$ cat src/include/sic_pkg.sv
package sic_pkg;

    localparam int unsigned ADDR_W = 8;

    // Byte addresses of the register words
    localparam logic [7:0] OFF_DATA = 8'h00;
    localparam logic [7:0] OFF_STATUS = 8'h04;
    localparam logic [7:0] OFF_CLEAR = 8'h08;
    localparam logic [7:0] OFF_MODE = 8'h0C;
    localparam logic [7:0] OFF_COMM = 8'h10;
    localparam logic [7:0] OFF_LEVELS = 8'h14;
    localparam logic [7:0] OFF_OES = 8'h18;
    localparam logic [7:0] OFF_START = 8'h1C;
    localparam logic [7:0] OFF_STOP = 8'h20;
    localparam logic [7:0] OFF_RUNNING = 8'h24;
    localparam logic [7:0] OFF_PRESCALE = 8'h28;

    // Field positions
    localparam int unsigned DIV_MSB = 15;
    localparam int unsigned DIV_LSB = 9;
    localparam int unsigned CKS_BIT = 15;
    localparam int unsigned TXE_BIT = 15;
    localparam int unsigned RXE_BIT = 14;
    localparam int unsigned CKO_BIT = 8;
    localparam int unsigned SO_BIT = 0;
    localparam int unsigned OVF_BIT = 0;
    localparam int unsigned ACKERR_BIT = 1;
    localparam int unsigned BFF_BIT = 5;
    localparam int unsigned TSF_BIT = 6;
    localparam int unsigned PRS1_LSB = 4;

    // Reset values
    localparam logic [15:0] MODE_RST = 16'h0020;
    localparam logic [15:0] COMM_RST = 16'h0087;
    localparam logic [15:0] LEVELS_RST = 16'h0101;
    localparam logic [15:0] OES_RST = 16'h0000;
    localparam logic [6:0] DIV_RST = 7'h01;

    // Timing
    localparam int unsigned PCLK_HZ = 50_000_000;
    localparam int unsigned FAST_MODE_HZ = 400_000;
    localparam int unsigned STD_MODE_HZ = 100_000;
    localparam logic [3:0] PRS_MAX = 4'hB;
    localparam logic [3:0] LAST_SLOT = 4'h8;
    localparam logic [6:0] DIV_MIN = 7'h01;

    typedef enum logic [1:0] {PH_IDLE, PH_LOW, PH_HIGH} sic_phase_e;

    typedef struct packed {
        logic psel;
        logic penable;
        logic pwrite;
        logic [ADDR_W-1:0] paddr;
        logic [31:0] pwdata;
    } sic_apb_req_s;

    typedef struct packed {
        logic pready;
        logic pslverr;
        logic [31:0] prdata;
    } sic_apb_rsp_s;

    typedef struct packed {
        logic scl_out;
        logic scl_oe;
        logic sda_out;
        logic sda_oe;
    } sic_pins_s;

endpackage

$ cat src/rtl/sic_prescaler.sv
module sic_prescaler #(
    parameter int unsigned CNT_W = 11
) (
    input wire logic pclk,
    input wire logic presetn,
    input wire logic [3:0] prs0,
    input wire logic [3:0] prs1,
    input wire logic cks,
    output logic mck_en
);

    typedef struct packed {
        logic [CNT_W-1:0] cnt;
        logic en;
    } sic_pre_s;

    sic_pre_s st_reg;
    sic_pre_s st_next;

    // Codes above the table are clamped rather than left undefined
    function automatic logic [CNT_W-1:0] sic_mask(input logic [3:0] k);
        logic [3:0] kk;
        kk = (k > sic_pkg::PRS_MAX) ? sic_pkg::PRS_MAX : k;
        sic_mask = CNT_W'((1 << kk) - 1);
    endfunction

    always_comb begin
        logic [CNT_W-1:0] m;
        m = cks ? sic_mask(prs1) : sic_mask(prs0);
        st_next = st_reg;
        st_next.cnt = st_reg.cnt + CNT_W'(1);
        st_next.en = ((st_reg.cnt & m) == m);
    end

    always_ff @(posedge pclk or negedge presetn) begin
        if (!presetn) begin
            st_reg <= '0;
        end else begin
            st_reg <= st_next;
        end
    end

    assign mck_en = st_reg.en;

endmodule // sic_prescaler

$ cat src/rtl/sic_channel.sv
// Function
// - Only a transfer-end event is raised; buffer-empty events never occur.
// - Reception flags only overrun: byte completes while previous unread.
// - Fastest bus clock is operation clock over four; divider at least one.
// - Eight bits in, MSB first, no parity, then one acknowledge slot driven.
// - Data taken uninverted; data line idles high.
// - Hardware updates clock and data output levels during communication.
// - Reception follows address phase; master clocks bytes into receive data.
// - No acknowledge after final byte; stop bit halts channel, then stop.
// - After all bytes, stop condition is made and both lines released.
// - Bus rate is operation clock over divider plus one, over two.
// - Operation clock picked by prescaler register and mode clock-select bit.
// - Prescaler code k gives peripheral clock over two to the k.
// - Writing a read status value to flag clear clears only overrun and ack error; buffer full clears on a data read.
//
// Local design decisions: the register offsets and the APB slave port.
module sic_channel (
    input wire logic pclk,
    input wire logic presetn,
    input wire sic_pkg::sic_apb_req_s apb_req,
    output sic_pkg::sic_apb_rsp_s apb_rsp,
    input wire logic sda_in,
    output sic_pkg::sic_pins_s bus_pins,
    output logic xfer_done
);

    typedef struct packed {
        logic [15:0] mode_config_reg;
        logic [15:0] comm_config_reg;
        logic [15:0] output_level_reg;
        logic [15:0] output_enable_reg;
        logic [3:0] prs0;
        logic [3:0] prs1;
        logic [6:0] divider;
        logic [7:0] tx_byte;
        logic [7:0] rx_byte;
        logic [7:0] shift;
        logic run;
        logic bff;
        logic ovf;
        logic ackerr;
        sic_pkg::sic_phase_e phase;
        logic [3:0] slot;
        logic [6:0] hcnt;
        logic done;
        logic pready;
        logic pslverr;
        logic [31:0] prdata;
        sic_pkg::sic_pins_s pins;
    } sic_state_s;

    sic_state_s st_reg;
    sic_state_s st_next;
    logic mck_en;
    logic busy;
    logic fire;
    logic wr;
    logic rd_clear;
    logic txe;
    logic rxe;
    logic soe;
    logic [6:0] eff_div;

    sic_prescaler u_prescaler (
        .pclk(pclk),
        .presetn(presetn),
        .prs0(st_reg.prs0),
        .prs1(st_reg.prs1),
        .cks(st_reg.mode_config_reg[sic_pkg::CKS_BIT]),
        .mck_en(mck_en)
    );

    assign busy = (st_reg.phase != sic_pkg::PH_IDLE);
    assign fire = apb_req.psel && apb_req.penable && st_reg.pready;
    assign wr = fire && apb_req.pwrite;
    assign rd_clear = fire && !apb_req.pwrite && (apb_req.paddr == sic_pkg::OFF_DATA);
    assign txe = st_reg.comm_config_reg[sic_pkg::TXE_BIT];
    assign rxe = st_reg.comm_config_reg[sic_pkg::RXE_BIT];
    assign soe = st_reg.output_enable_reg[0];
    // A prohibited zero would give twice the legal top rate; floor it instead
    assign eff_div = (st_reg.divider < sic_pkg::DIV_MIN) ? sic_pkg::DIV_MIN : st_reg.divider;

    function automatic logic sic_hit(input logic [sic_pkg::ADDR_W-1:0] a);
        sic_hit = (a == sic_pkg::OFF_DATA) || (a == sic_pkg::OFF_STATUS) || (a == sic_pkg::OFF_CLEAR)
            || (a == sic_pkg::OFF_MODE) || (a == sic_pkg::OFF_COMM) || (a == sic_pkg::OFF_LEVELS)
            || (a == sic_pkg::OFF_OES) || (a == sic_pkg::OFF_START) || (a == sic_pkg::OFF_STOP)
            || (a == sic_pkg::OFF_RUNNING) || (a == sic_pkg::OFF_PRESCALE);
    endfunction

    // Level for the data line in a given slot; ack slot pulls low only when receiving
    function automatic logic sic_slot_level(input logic [3:0] s, input logic [7:0] b, input logic t,
                                            input logic r);
        if (s < sic_pkg::LAST_SLOT) begin
            sic_slot_level = t ? b[3'(4'h7 - s)] : 1'b1;
        end else begin
            sic_slot_level = (r && !t) ? 1'b0 : 1'b1;
        end
    endfunction

    always_comb begin
        logic ovf_set;
        logic ack_set;
        logic bff_set;
        logic [31:0] rd;
        ovf_set = 1'b0;
        ack_set = 1'b0;
        bff_set = 1'b0;
        rd = '0;
        st_next = st_reg;
        st_next.done = 1'b0;
        st_next.pready = 1'b0;
        st_next.pslverr = 1'b0;

        // Bus engine, stepped by the operation clock enable
        if (mck_en) begin
            case (st_reg.phase)
                sic_pkg::PH_IDLE: begin
                end
                sic_pkg::PH_LOW: begin
                    if (st_reg.hcnt != 7'h00) begin
                        st_next.hcnt = st_reg.hcnt - 7'h01;
                    end else begin
                        st_next.phase = sic_pkg::PH_HIGH;
                        st_next.hcnt = eff_div;
                        st_next.output_level_reg[sic_pkg::CKO_BIT] = 1'b1;
                    end
                end
                sic_pkg::PH_HIGH: begin
                    if (st_reg.hcnt != 7'h00) begin
                        st_next.hcnt = st_reg.hcnt - 7'h01;
                    end else if (st_reg.slot < sic_pkg::LAST_SLOT) begin
                        st_next.shift = {st_reg.shift[6:0], sda_in};
                        st_next.slot = st_reg.slot + 4'h1;
                        st_next.phase = sic_pkg::PH_LOW;
                        st_next.hcnt = eff_div;
                        st_next.output_level_reg[sic_pkg::CKO_BIT] = 1'b0;
                        if (soe) begin
                            st_next.output_level_reg[sic_pkg::SO_BIT] =
                                sic_slot_level(st_reg.slot + 4'h1, st_reg.tx_byte, txe, rxe);
                        end
                    end else begin
                        // Clock held low between bytes; data released for stop or next byte
                        st_next.phase = sic_pkg::PH_IDLE;
                        st_next.output_level_reg[sic_pkg::CKO_BIT] = 1'b0;
                        if (soe) begin
                            st_next.output_level_reg[sic_pkg::SO_BIT] = 1'b1;
                        end
                        st_next.done = 1'b1;
                        if (txe) begin
                            ack_set = sda_in;
                        end else if (rxe) begin
                            st_next.rx_byte = st_reg.shift;
                            bff_set = 1'b1;
                            ovf_set = st_reg.bff && !rd_clear;
                        end
                    end
                end
                default: begin
                    st_next.phase = sic_pkg::PH_IDLE;
                end
            endcase
        end

        // APB: one wait state, answer prepared in the first access cycle
        if (apb_req.psel && apb_req.penable && !st_reg.pready) begin
            st_next.pready = 1'b1;
            st_next.pslverr = !sic_hit(apb_req.paddr);
            case (apb_req.paddr)
                sic_pkg::OFF_DATA: rd = 32'({st_reg.divider, 1'b0, st_reg.rx_byte});
                // Busy bit lets software poll when the done event is not wired up
                sic_pkg::OFF_STATUS: rd = (32'(st_reg.ovf) << sic_pkg::OVF_BIT)
                    | (32'(st_reg.ackerr) << sic_pkg::ACKERR_BIT)
                    | (32'(st_reg.bff) << sic_pkg::BFF_BIT)
                    | (32'(busy) << sic_pkg::TSF_BIT);
                sic_pkg::OFF_MODE: rd = 32'(st_reg.mode_config_reg);
                sic_pkg::OFF_COMM: rd = 32'(st_reg.comm_config_reg);
                sic_pkg::OFF_LEVELS: rd = 32'(st_reg.output_level_reg);
                sic_pkg::OFF_OES: rd = 32'(st_reg.output_enable_reg);
                sic_pkg::OFF_RUNNING: rd = 32'(st_reg.run);
                sic_pkg::OFF_PRESCALE: rd = 32'({st_reg.prs1, st_reg.prs0});
                default: rd = 32'h0000_0000;
            endcase
            st_next.prdata = rd;
        end

        if (wr) begin
            case (apb_req.paddr)
                sic_pkg::OFF_DATA: begin
                    if (!st_reg.run) begin
                        st_next.divider = apb_req.pwdata[sic_pkg::DIV_MSB:sic_pkg::DIV_LSB];
                    end else if (!busy && (txe || rxe)) begin
                        // Write while running starts one byte frame
                        st_next.tx_byte = apb_req.pwdata[7:0];
                        st_next.phase = sic_pkg::PH_LOW;
                        st_next.slot = 4'h0;
                        st_next.hcnt = eff_div;
                        st_next.output_level_reg[sic_pkg::CKO_BIT] = 1'b0;
                        if (soe) begin
                            st_next.output_level_reg[sic_pkg::SO_BIT] =
                                sic_slot_level(4'h0, apb_req.pwdata[7:0], txe, rxe);
                        end
                    end
                end
                sic_pkg::OFF_MODE: begin
                    if (!busy) begin
                        // Interrupt-source bit forced to transfer end
                        st_next.mode_config_reg = apb_req.pwdata[15:0] & ~16'h0001;
                    end
                end
                sic_pkg::OFF_COMM: begin
                    if (busy) begin
                        st_next.comm_config_reg[sic_pkg::TXE_BIT] = apb_req.pwdata[sic_pkg::TXE_BIT];
                        st_next.comm_config_reg[sic_pkg::RXE_BIT] = apb_req.pwdata[sic_pkg::RXE_BIT];
                    end else begin
                        st_next.comm_config_reg = apb_req.pwdata[15:0];
                    end
                end
                sic_pkg::OFF_LEVELS: begin
                    if (!busy) begin
                        st_next.output_level_reg = apb_req.pwdata[15:0] & 16'h0101;
                    end
                end
                sic_pkg::OFF_OES: begin
                    if (!busy) begin
                        st_next.output_enable_reg = apb_req.pwdata[15:0] & 16'h0001;
                    end
                end
                sic_pkg::OFF_START: begin
                    if (apb_req.pwdata[0]) begin
                        st_next.run = 1'b1;
                    end
                end
                sic_pkg::OFF_STOP: begin
                    if (apb_req.pwdata[0]) begin
                        st_next.run = 1'b0;
                        st_next.phase = sic_pkg::PH_IDLE;
                        st_next.done = 1'b0;
                        bff_set = 1'b0;
                        ovf_set = 1'b0;
                        ack_set = 1'b0;
                    end
                end
                sic_pkg::OFF_PRESCALE: begin
                    if (!busy) begin
                        st_next.prs0 = apb_req.pwdata[3:0];
                        st_next.prs1 = apb_req.pwdata[sic_pkg::PRS1_LSB +: 4];
                    end
                end
                default: begin
                end
            endcase
        end

        // Hardware set wins over a clear in the same cycle
        if (wr && (apb_req.paddr == sic_pkg::OFF_CLEAR)) begin
            st_next.ovf = (st_reg.ovf && !apb_req.pwdata[sic_pkg::OVF_BIT]) || ovf_set;
            st_next.ackerr = (st_reg.ackerr && !apb_req.pwdata[sic_pkg::ACKERR_BIT]) || ack_set;
        end else begin
            st_next.ovf = st_reg.ovf || ovf_set;
            st_next.ackerr = st_reg.ackerr || ack_set;
        end
        st_next.bff = bff_set || (st_reg.bff && !rd_clear);

        // Open-drain pins: drive low only, release for high
        st_next.pins.scl_out = 1'b0;
        st_next.pins.sda_out = 1'b0;
        st_next.pins.scl_oe = !st_next.output_level_reg[sic_pkg::CKO_BIT];
        st_next.pins.sda_oe = !st_next.output_level_reg[sic_pkg::SO_BIT];
    end

    always_ff @(posedge pclk or negedge presetn) begin
        if (!presetn) begin
            st_reg <= '0;
            st_reg.mode_config_reg <= sic_pkg::MODE_RST;
            st_reg.comm_config_reg <= sic_pkg::COMM_RST;
            st_reg.output_level_reg <= sic_pkg::LEVELS_RST;
            st_reg.output_enable_reg <= sic_pkg::OES_RST;
            st_reg.divider <= sic_pkg::DIV_RST;
            st_reg.phase <= sic_pkg::PH_IDLE;
        end else begin
            st_reg <= st_next;
        end
    end

    assign apb_rsp.pready = st_reg.pready;
    assign apb_rsp.pslverr = st_reg.pslverr;
    assign apb_rsp.prdata = st_reg.prdata;
    assign bus_pins = st_reg.pins;
    assign xfer_done = st_reg.done;
endmodule // sic_channel

$ cat config.mk
export PLATFORM = sky130hd
export DESIGN_NAME = sic_channel
export DESIGN_NICKNAME = d
export VERILOG_FILES = /design/src/include/sic_pkg.sv /design/src/rtl/sic_prescaler.sv /design/src/rtl/sic_channel.sv
export SDC_FILE = /design/constraint.sdc
export NUM_CORES = 1
export LEC_CHECK = 0
export ABC_AREA = 1
export BUFFER_PORTS_ARGS = -buffer_cell sky130_fd_sc_hd__buf_2
export CAP_MARGIN = 15
export CORE_ASPECT_RATIO = 1.25
export CORE_MARGIN = 4
export CORE_UTILIZATION = 53
export CTS_CLUSTER_SIZE = 12
export DETAILED_ROUTE_END_ITERATION = 16
export PLACE_DENSITY = 0.74
export SLEW_MARGIN = 20
export SYNTH_ARGS = -nofsm -noshare
export SYNTH_HDL_FRONTEND = slang
export SYNTH_HIERARCHICAL = 1
export SYNTH_SLANG_ARGS = --single-unit
$ cat constraint.sdc
create_clock -name pclk -period 5 [get_ports pclk]
set_input_delay 0.5 -clock pclk [delete_from_list [all_inputs] [get_ports pclk]]
set_output_delay 0.5 -clock pclk [all_outputs]
set_load 0.1 [all_outputs]
Yosys cells after proc, flatten, opt, wreduce, memory -nomap -nowiden
Index checks and enable logic that the tools add are counted.
W data, S select, Z words.
{ "totals": {"regBits": 139, "inputBits": 46, "output_inout_bits": 39, "word_cells": 211} }
{ "op_classes": {"n_addsub": 6, "n_lt_le_gt_ge": 6, "n_eq_ne": 15, "shifts": 2, "n_mux": 94, "bitwise_logic": 9, "n_reduce_logical": 53} }
{ "ops": {"columns": ["cell", "n"], "rows": [
  ["$pmux W16 S8", 1],
  ["$mux W11", 6],
  ["$mux W1", 54],
  ["$mux W48", 1],
  ["$mux W7", 5],
  ["$mux W34", 1],
  ["$eq A8 B5 Y1 const B", 4],
  ["$mux W8", 4],
  ["$mux W14", 2],
  ["$mux W13", 2],
  ["$eq A8 B6 Y1 const B", 3],
  ["$shl A1 B4 Y11 const A", 2],
  ["$sub A11 B2 Y11 const B", 2],
  ["$eq A8 B4 Y1 const B", 2],
  ["$logic_or A1 B1 Y1", 16],
  ["$mux W16", 1],
  ["$mux W15", 1],
  ["$reduce_and A3 Y1", 5],
  ["$pmux W7 S2", 1],
  ["$logic_and A1 B1 Y1", 12],
  ["$mux W4", 3],
  ["$reduce_and A4 Y1", 3],
  ["$add A11 B1 Y11 const B", 1],
  ["$and A11 B11 Y11", 1],
  ["other kinds (30)", 52]
]} }

Depth between registers and ports, before layout
Gate-level depths: netlist of the first run.
{ "depth": {"ltp_word": 17, "ltp_mapped": 15, "ltp_nobuf": 15} }

Modules after synthesis
The synthesis of the first run kept the hierarchy.
{ "by_module_without_submodules": {"columns": ["module", "n_inst", "cells_each", "area_each_um2", "seq_area_each_um2"], "rows": [
  ["sic_channel", 1, 715, 5775.5, 2787.7],
  ["sic_prescaler", 1, 124, 879.6, 300.3]
]} }

Least setup slack after synthesis of the first run
No wires, ideal clock.
{ "synth_path": {"kind": "register to register", "startpoint": "register st_reg[51] (netlist bit)", "endpoint": "register st_reg[46] (netlist bit)", "setup_ps": 133, "t_arrival_ps": 1691, "required_ps": 4867, "path_slack_ps": 3176, "path_stages_with_launch": 11, "path_cell_list": "dfrtp_1 -> inv_1 -> ha_1 -> inv_1 -> a21oi_1 -> nand2_1 -> nor3_4 -> inv_2 -> buf_2 -> o21ai_0 -> a21oi_1"} }
{ "synth_lines": {"columns": ["item", "line", "text"], "rows": [
  ["start: declaration", "sic_channel.sv:52", "sic_state_s st_reg;"],
  ["start signal: assignment", "sic_channel.sv:281", "st_reg <= st_next;"]
]} }

==> impl_metrics.env, run 1 <==
export IMPL_synth_area_leaders="dfrtp_1 (43%), nand2_1 (10%), inv_1 (6.1%), o21ai_0 (5.6%), buf_4 (4.3%)"
export IMPL_ir_worst_vdd_uv=197
export IMPL_grt_overflow=0
export IMPL_post_drt_wl_per_cell_um=15.3
export IMPL_clk_latency_ns=0.42
export IMPL_cp_data_required_time_ns=5.30
export IMPL_synth_seq_area_share_pct=46.4
export IMPL_yosys_cell_count_top_type="nand2_1"
export IMPL_synth_edf_count=0
export IMPL_cts_resized=0
export IMPL_drv_cap=0
export IMPL_first_iter_violations=322
export IMPL_dr_pass1_iters=4
export IMPL_largest_reg_flops=88
export IMPL_via_count=5546
export IMPL_hold_viol=0
export IMPL_grt_pass1_wl_mm=26.1
export IMPL_cts_inserted_buffers=17
export IMPL_worstPathCellList="inv_1, ha_1, inv_1, a21oi_1, nand2_1, nor3_4, inv_2, a21oi_1, a21oi_1"
export IMPL_synth_top_family_by_area="simple AND/OR/NAND/NOR gates"
export IMPL_rsz0062_at_grt="false"
export IMPL_h_tree_depth=4
export IMPL_avgSynthCellArea_um2=7.93
export IMPL_antennaDiodeCount=0
export IMPL_arrival_ns=3.01
export IMPL_die_area_um2=14400
export IMPL_wirelength_mm=16.0
export IMPL_placement_io_buffers=50
export IMPL_fp_dieH_um=133
export IMPL_io_pins=85
export IMPL_power_leakage_uw=0.00375
export IMPL_syn_area_um2=6660
export IMPL_nets=924
export IMPL_syn_to_final_growth_pct=11.7
export IMPL_final_fill_count=1110
export IMPL_place_gp_congestion=0.885
export IMPL_final_max_slew_viol_count=0
export IMPL_finalSetupViolCount=0
export IMPL_synthAdderAreaFrac_pct=1.69
export IMPL_netlist_top_cells_count="nand2_1 (184), dfrtp_1 (115), inv_1 (109)"
export IMPL_cellPowerDensity_nw_per_um2=423
export IMPL_worstMarginPinSlew_ns=0.994
export IMPL_synth_simple_area_share_pct=23.4
export IMPL_critical_path_top_delay_family="simple AND/OR/NAND/NOR gates"
export IMPL_cts_setup_buffers=0
export IMPL_max_freq_mhz=370
export IMPL_hpwl_mm=11.3
export IMPL_path_max_fanout=24
export IMPL_path_common_cell="a21oi_1"
export IMPL_clk_pin_slew_ns=0.06
export IMPL_run_status="finished, final reports clean"
export IMPL_grt_max_degree=76
export IMPL_synthXorXnorAreaFrac_pct=1.32
export IMPL_final_util_pct=60.9
export IMPL_finalCriticalPeriod_ns=2.70
export IMPL_grt_pass1_vias=5319
export IMPL_ctsHoldBuffers=0
export IMPL_synth_top_area_share_pct=43.2
export IMPL_cts_sinks=123
export IMPL_die_width_um=108
export IMPL_skew_ns=0.00666
export IMPL_synthMuxAreaShare_pct=0.169
export IMPL_core_area_um2=12200
export IMPL_synthFlopType="dfrtp_1"
export IMPL_ys_warn_count=6
export IMPL_layout_drive_gt1_share_pct=15.2
export IMPL_start_util_pct=54.5
export IMPL_antenna_found_initial=0
export IMPL_critPathKind="reg2reg"
export IMPL_synth_largest_area_cell="dfrtp_1"
export IMPL_slowest_stage="nor3_4"
export IMPL_slowest_delay_ns=0.73
export IMPL_critPathBufInv=3
export IMPL_ys_ff_latch=123
export IMPL_synthArstFlopShare_pct=100
export IMPL_post_drt_via_cell_ratio=5.30
export IMPL_min_path_type="in2async"
export IMPL_clock_path_buffers=2
export IMPL_maxSlewHeadroom_pct=33.6
export IMPL_synth_cell_type_count=45
export IMPL_grt_use_total_pct=23.4
export IMPL_ant_nets=0
export IMPL_cts_tree="yes"
export IMPL_endpoint_kind="register"
export IMPL_rows=45
export IMPL_min_period_over_period_pct=54.1
export IMPL_drc=0
export IMPL_synthCells=839
export IMPL_tns_ns=0
export IMPL_setup_worst_path_start_class="register"
export IMPL_synth_compound_area_share_pct=14.4
export IMPL_root_buffer="clkbuf_16"
-- kinds of logic (layout without fill, tap and decap cells) --
logic type                 Yosys count  in the layout
AOI/OAI and AO/OA                  174            174
DFF                                123            123
and+or+nand+nor                    344            344
buffers and inverters              177            203
xor gates and xnor gates            10             10
adders and majority gates            9              9
muxes                                1              1
other                                1             18
-- placed cells by master (no fill, tap or decap), types with 2 or more instances in the layout --
cell | synthesis | layout
clkinv_4 | 0 | 4
nand2_2 | 7 | 7
dfrtp_1 | 115 | 115
o21bai_1 | 2 | 2
buf_2 | 9 | 49
nand2_1 | 184 | 184
nor4_1 | 3 | 3
xor2_1 | 9 | 9
nand3_2 | 3 | 3
o21ai_1 | 13 | 13
nor2_2 | 6 | 6
conb_1 | 1 | 18
dfstp_2 | 8 | 8
a21oi_1 | 54 | 54
o21ai_0 | 75 | 75
clkbuf_16 | 0 | 17
nand4_1 | 5 | 5
nand4_2 | 2 | 2
a221oi_1 | 7 | 7
o2111ai_1 | 2 | 2
o211ai_1 | 8 | 8
nand3_1 | 48 | 48
inv_2 | 10 | 10
inv_1 | 109 | 109
buf_4 | 38 | 3
nor2_1 | 68 | 68
nor2_4 | 8 | 8
a31oi_1 | 2 | 2
nor3_1 | 3 | 3
o22ai_1 | 6 | 6
inv_6 | 0 | 5
o31ai_1 | 2 | 2
ha_1 | 9 | 9
bufinv_16 | 0 | 4
-- layer usage --
| layer | global-route usage, % | routed length, µm |
|---|---|---|
| met4 | 12.3 | 622 |
| met2 | 39.8 | 8160 |
| met1 | 27.3 | 6440 |
| met3 | 5.38 | 729 |
| met5 | 0 | 0 |
-- power breakdown --
part / leakage (µW) / internal, µW / switching, µW
combinational: 0.00187 / 196 / 487
clock: 0.000309 / 843 / 479
sequential: 0.00157 / 1080 / 59.6
-- final timing paths --
check,start,end,slack (ns),depth (start not counted)
max reg2reg,st_reg[51]$_DFF_PN0_,st_reg[44]$_DFF_PN0_,2.30,9
min,presetn,st_reg[41]$_DFF_PN0_,0.20,1
max,st_reg[51]$_DFF_PN0_,st_reg[44]$_DFF_PN0_,2.30,9
max in group asynchronous,presetn,st_reg[154]$_DFFE_PN0P_,3.63,2
min in group pclk,apb_req[2],st_reg[74]$_DFFE_PN0P_,0.31,3
min reg2reg,u_prescaler/st_reg[1]$_DFF_PN0_,u_prescaler/st_reg[1]$_DFF_PN0_,0.46,1
-- stage by stage --
| stage | cell area (µm²) | power, µW | setup WS, ns | hold WS [ns] | std cells |
|---|---|---|---|---|---|
| floorplan | 6720 | 1690 | 3.18 | 0.204 | 856 |
| global placement | 6800 | 1820 | 2.30 | 0.445 | 1014 |
| detailed placement | 6800 | 1830 | 2.30 | 0.453 | 1014 |
| CTS | 7430 | 3160 | 2.33 | 0.249 | 1046 |
| global route | 7430 | 3300 | 1.95 | 0.292 | 1046 |
| finish | 7430 | 3140 | 2.30 | 0.203 | 1046 |
-- area by class of cell --
| cell class | count | area, µm² | area share (%) |
|---|---|---|---|
| flip-flops and latches | 123 | 3090 | 41.5 |
| multi-input cells | 556 | 2790 | 37.5 |
| inverters | 119 | 447 | 6.01 |
| clock buffers | 17 | 425 | 5.72 |
| repair buffers | 52 | 268 | 3.60 |
| clock inverters | 15 | 211 | 2.84 |
| well taps | 164 | 205 | 2.76 |
Power figures use the tool's default switching activity.
==> inputs of run 2 (changes only) <==
--- a/config.mk
+++ b/config.mk
@@ -13,7 +13,7 @@
 export CORE_UTILIZATION = 53
 export CTS_CLUSTER_SIZE = 12
 export DETAILED_ROUTE_END_ITERATION = 16
-export PLACE_DENSITY = 0.74
+export PLACE_DENSITY = 0.77
 export SLEW_MARGIN = 20
 export SYNTH_ARGS = -nofsm -noshare
 export SYNTH_HDL_FRONTEND = slang
==> constraint.sdc (replaced) <==
create_clock -name pclk -period 2.2 [get_ports pclk]
set_input_delay 0.22 -clock pclk [delete_from_list [all_inputs] [get_ports pclk]]
set_output_delay 0.22 -clock pclk [all_outputs]
set_load 0.1 [all_outputs]
==> run 2 against run 1 <==
Effect of this change:
- cell area grew 3.2%
- critical path depth grew 3
- core utilization grew 1.9 points
- non-clock buffer count grew 20
- cell count grew 1.9%
- clock skew grew 0.0011 ns
- sequential power grew 130%
- first-iteration DRC count grew 30%
- hold slack lost 0.16 ns
- via count grew 2.5%
- highest routed layer unchanged
==> impl_metrics.env, run 2 (synthesis results as in run 1) <==
export IMPL_run_status="finished, final reports clean"
export IMPL_cts_tree="yes"
export IMPL_pre_cts_ws_ns=0.167
export IMPL_grt_overflow=0
export IMPL_final_cell_mix="nand2_1 (183), dfrtp_1 (115), inv_1 (109)"
export IMPL_worstMarginPinSlew_ns=0.646
export IMPL_final_common_cell="nand2_1"
export IMPL_grt_pass1_vias=5604
export IMPL_syn_to_final_growth_pct=15.3
export IMPL_dp_cells=1032
export IMPL_arrival_ns=2.37
export IMPL_power_uw=7330
export IMPL_clk_latency_ns=0.42
export IMPL_drv_cap=0
export IMPL_path_max_fanout=8
export IMPL_final_max_slew_viol_count=0
export IMPL_setup_worst_path_start_class="register"
export IMPL_setup_worst_path_start="st_reg[39]$_DFF_PN0_"
export IMPL_fp_dieH_um=133
export IMPL_first_iter_violations=420
export IMPL_root_buffer="clkbuf_16"
export IMPL_clock_path_buffers=2
export IMPL_wirelength_mm=16.6
export IMPL_worstHoldStart="apb_req[4]"
export IMPL_layout_drive_gt1_share_pct=16.9
export IMPL_hold_viol=0
export IMPL_critPathKind="reg2reg"
export IMPL_post_drt_via_cell_ratio=5.33
export IMPL_core_area_um2=12200
export IMPL_cellPowerDensity_nw_per_um2=956
export IMPL_grt_use_total_pct=24.3
export IMPL_grt_pass1_wl_mm=27.4
export IMPL_post_drt_wl_per_cell_um=15.5
export IMPL_final_area_um2=7670
export IMPL_clk_pin_slew_ns=0.05
export IMPL_power_leakage_uw=0.00390
export IMPL_cts_inserted_buffers=17
export IMPL_maxSlewHeadroom_pct=56.9
export IMPL_finalSetupViolCount=0
export IMPL_drc=0
export IMPL_dr_pass1_iters=5
export IMPL_place_area_um2=6960
export IMPL_nets=944
export IMPL_max_freq_mhz=484
export IMPL_crit_end="st_reg[64]$_DFFE_PN0P_"
export IMPL_min_path_type="in2reg"
export IMPL_die_width_um=108
export IMPL_rows=45
export IMPL_largest_reg_flops=88
export IMPL_rr_worst_depth=12
export IMPL_r2r_end="st_reg[64]$_DFFE_PN0P_"
export IMPL_via_count=5683
export IMPL_cts_sinks=123
export IMPL_r2r_slack_ns=0.14
export IMPL_hpwl_mm=11.7
export IMPL_setup_ws_ns=0.135
export IMPL_cp_data_required_time_ns=2.50
export IMPL_finalNonFillerCells=1066
export IMPL_finalCriticalPeriod_ns=2.06
export IMPL_ir_worst_vdd_uv=493
export IMPL_h_tree_depth=4
export IMPL_endpoint_kind="register"
export IMPL_min_period_over_period_pct=93.9
export IMPL_ant_nets=0
export IMPL_placement_io_buffers=50
export IMPL_skew_ns=0.00778
export IMPL_io_pins=85
export IMPL_rr_startpoint="st_reg[39]$_DFF_PN0_"
export IMPL_start_util_pct=54.5
export IMPL_antenna_found_initial=0
export IMPL_die_area_um2=14400
export IMPL_grt_max_degree=63
export IMPL_place_gp_congestion=0.937
export IMPL_antennaDiodeCount=0
-- run 2: timing repair --
action / CTS / global route
endpoints found under the setup margin: 0 / 6
hold buffers: 1 / 0
setup buffers: 0 / 0
hold endpoints to repair: 37 / 0
resized for setup: 0 / 8
-- run 2: worst min path at each step --
stage	end	slack, ns	cells past startpoint
after global routing	st_reg[76]$_DFFE_PN0P_	0.06	3
after floorplan	apb_rsp[0]$_DFFE_PN0P_	-0.08	0
after CTS	st_reg[76]$_DFFE_PN0P_	0.03	3
final	st_reg[76]$_DFFE_PN0P_	0.04	3
after detailed placement	u_prescaler/st_reg[1]$_DFF_PN0_	0.24	1
after global placement	u_prescaler/st_reg[1]$_DFF_PN0_	0.23	1
-- run 2: layer usage --
metal,GRT usage [%],share of wire (%)
met1,29.4,40
met2,40.5,51
met3,4.36,4.3
met4,13.9,4.8
met5,0,0
-- run 2: layout make-up --
class / count / area [µm²]
Fill cell: 1072 / 4550
Sequential cell: 123 / 3090
Multi-Input combinational cell: 556 / 2810
Clock buffer: 24 / 482
Timing Repair Buffer: 72 / 474
Inverter: 119 / 447
Tap cell: 164 / 205
Clock inverter: 8 / 165
-- run 2: power breakdown --
group / switching [µW] / total, µW / internal (µW)
logic: 1150 / 1660 / 518
registers: 147 / 2600 / 2450
clock network: 977 / 3070 / 2100
total: 2270 / 7330 / 5060
-- run 2: worst max-delay path: stages (launching register included) --
cell     delay (ns)
dfrtp_1        0.42
inv_1          0.12
ha_1           0.20
nand3_1        0.13
inv_1          0.10
nand2_2        0.07
inv_2          0.09
nand3_2        0.13
inv_2          0.13
nand4_4        0.15
buf_8          0.19
a21oi_1        0.17
inv_1          0.06
-- run 2: per-stage QoR --
stage / setup TNS (ns) / hold WS [ns] / utilization, %
2_1_floorplan: 0 / -0.0756 / -
3_3_place_gp: 0 / 0.234 / 56.9
3_5_place_dp: 0 / 0.244 / 56.9
4_1_cts: 0 / 0.0345 / 62.3
5_1_grt: -0.0176 / 0.0566 / 62.8
6_report: 0 / 0.0412 / 62.8
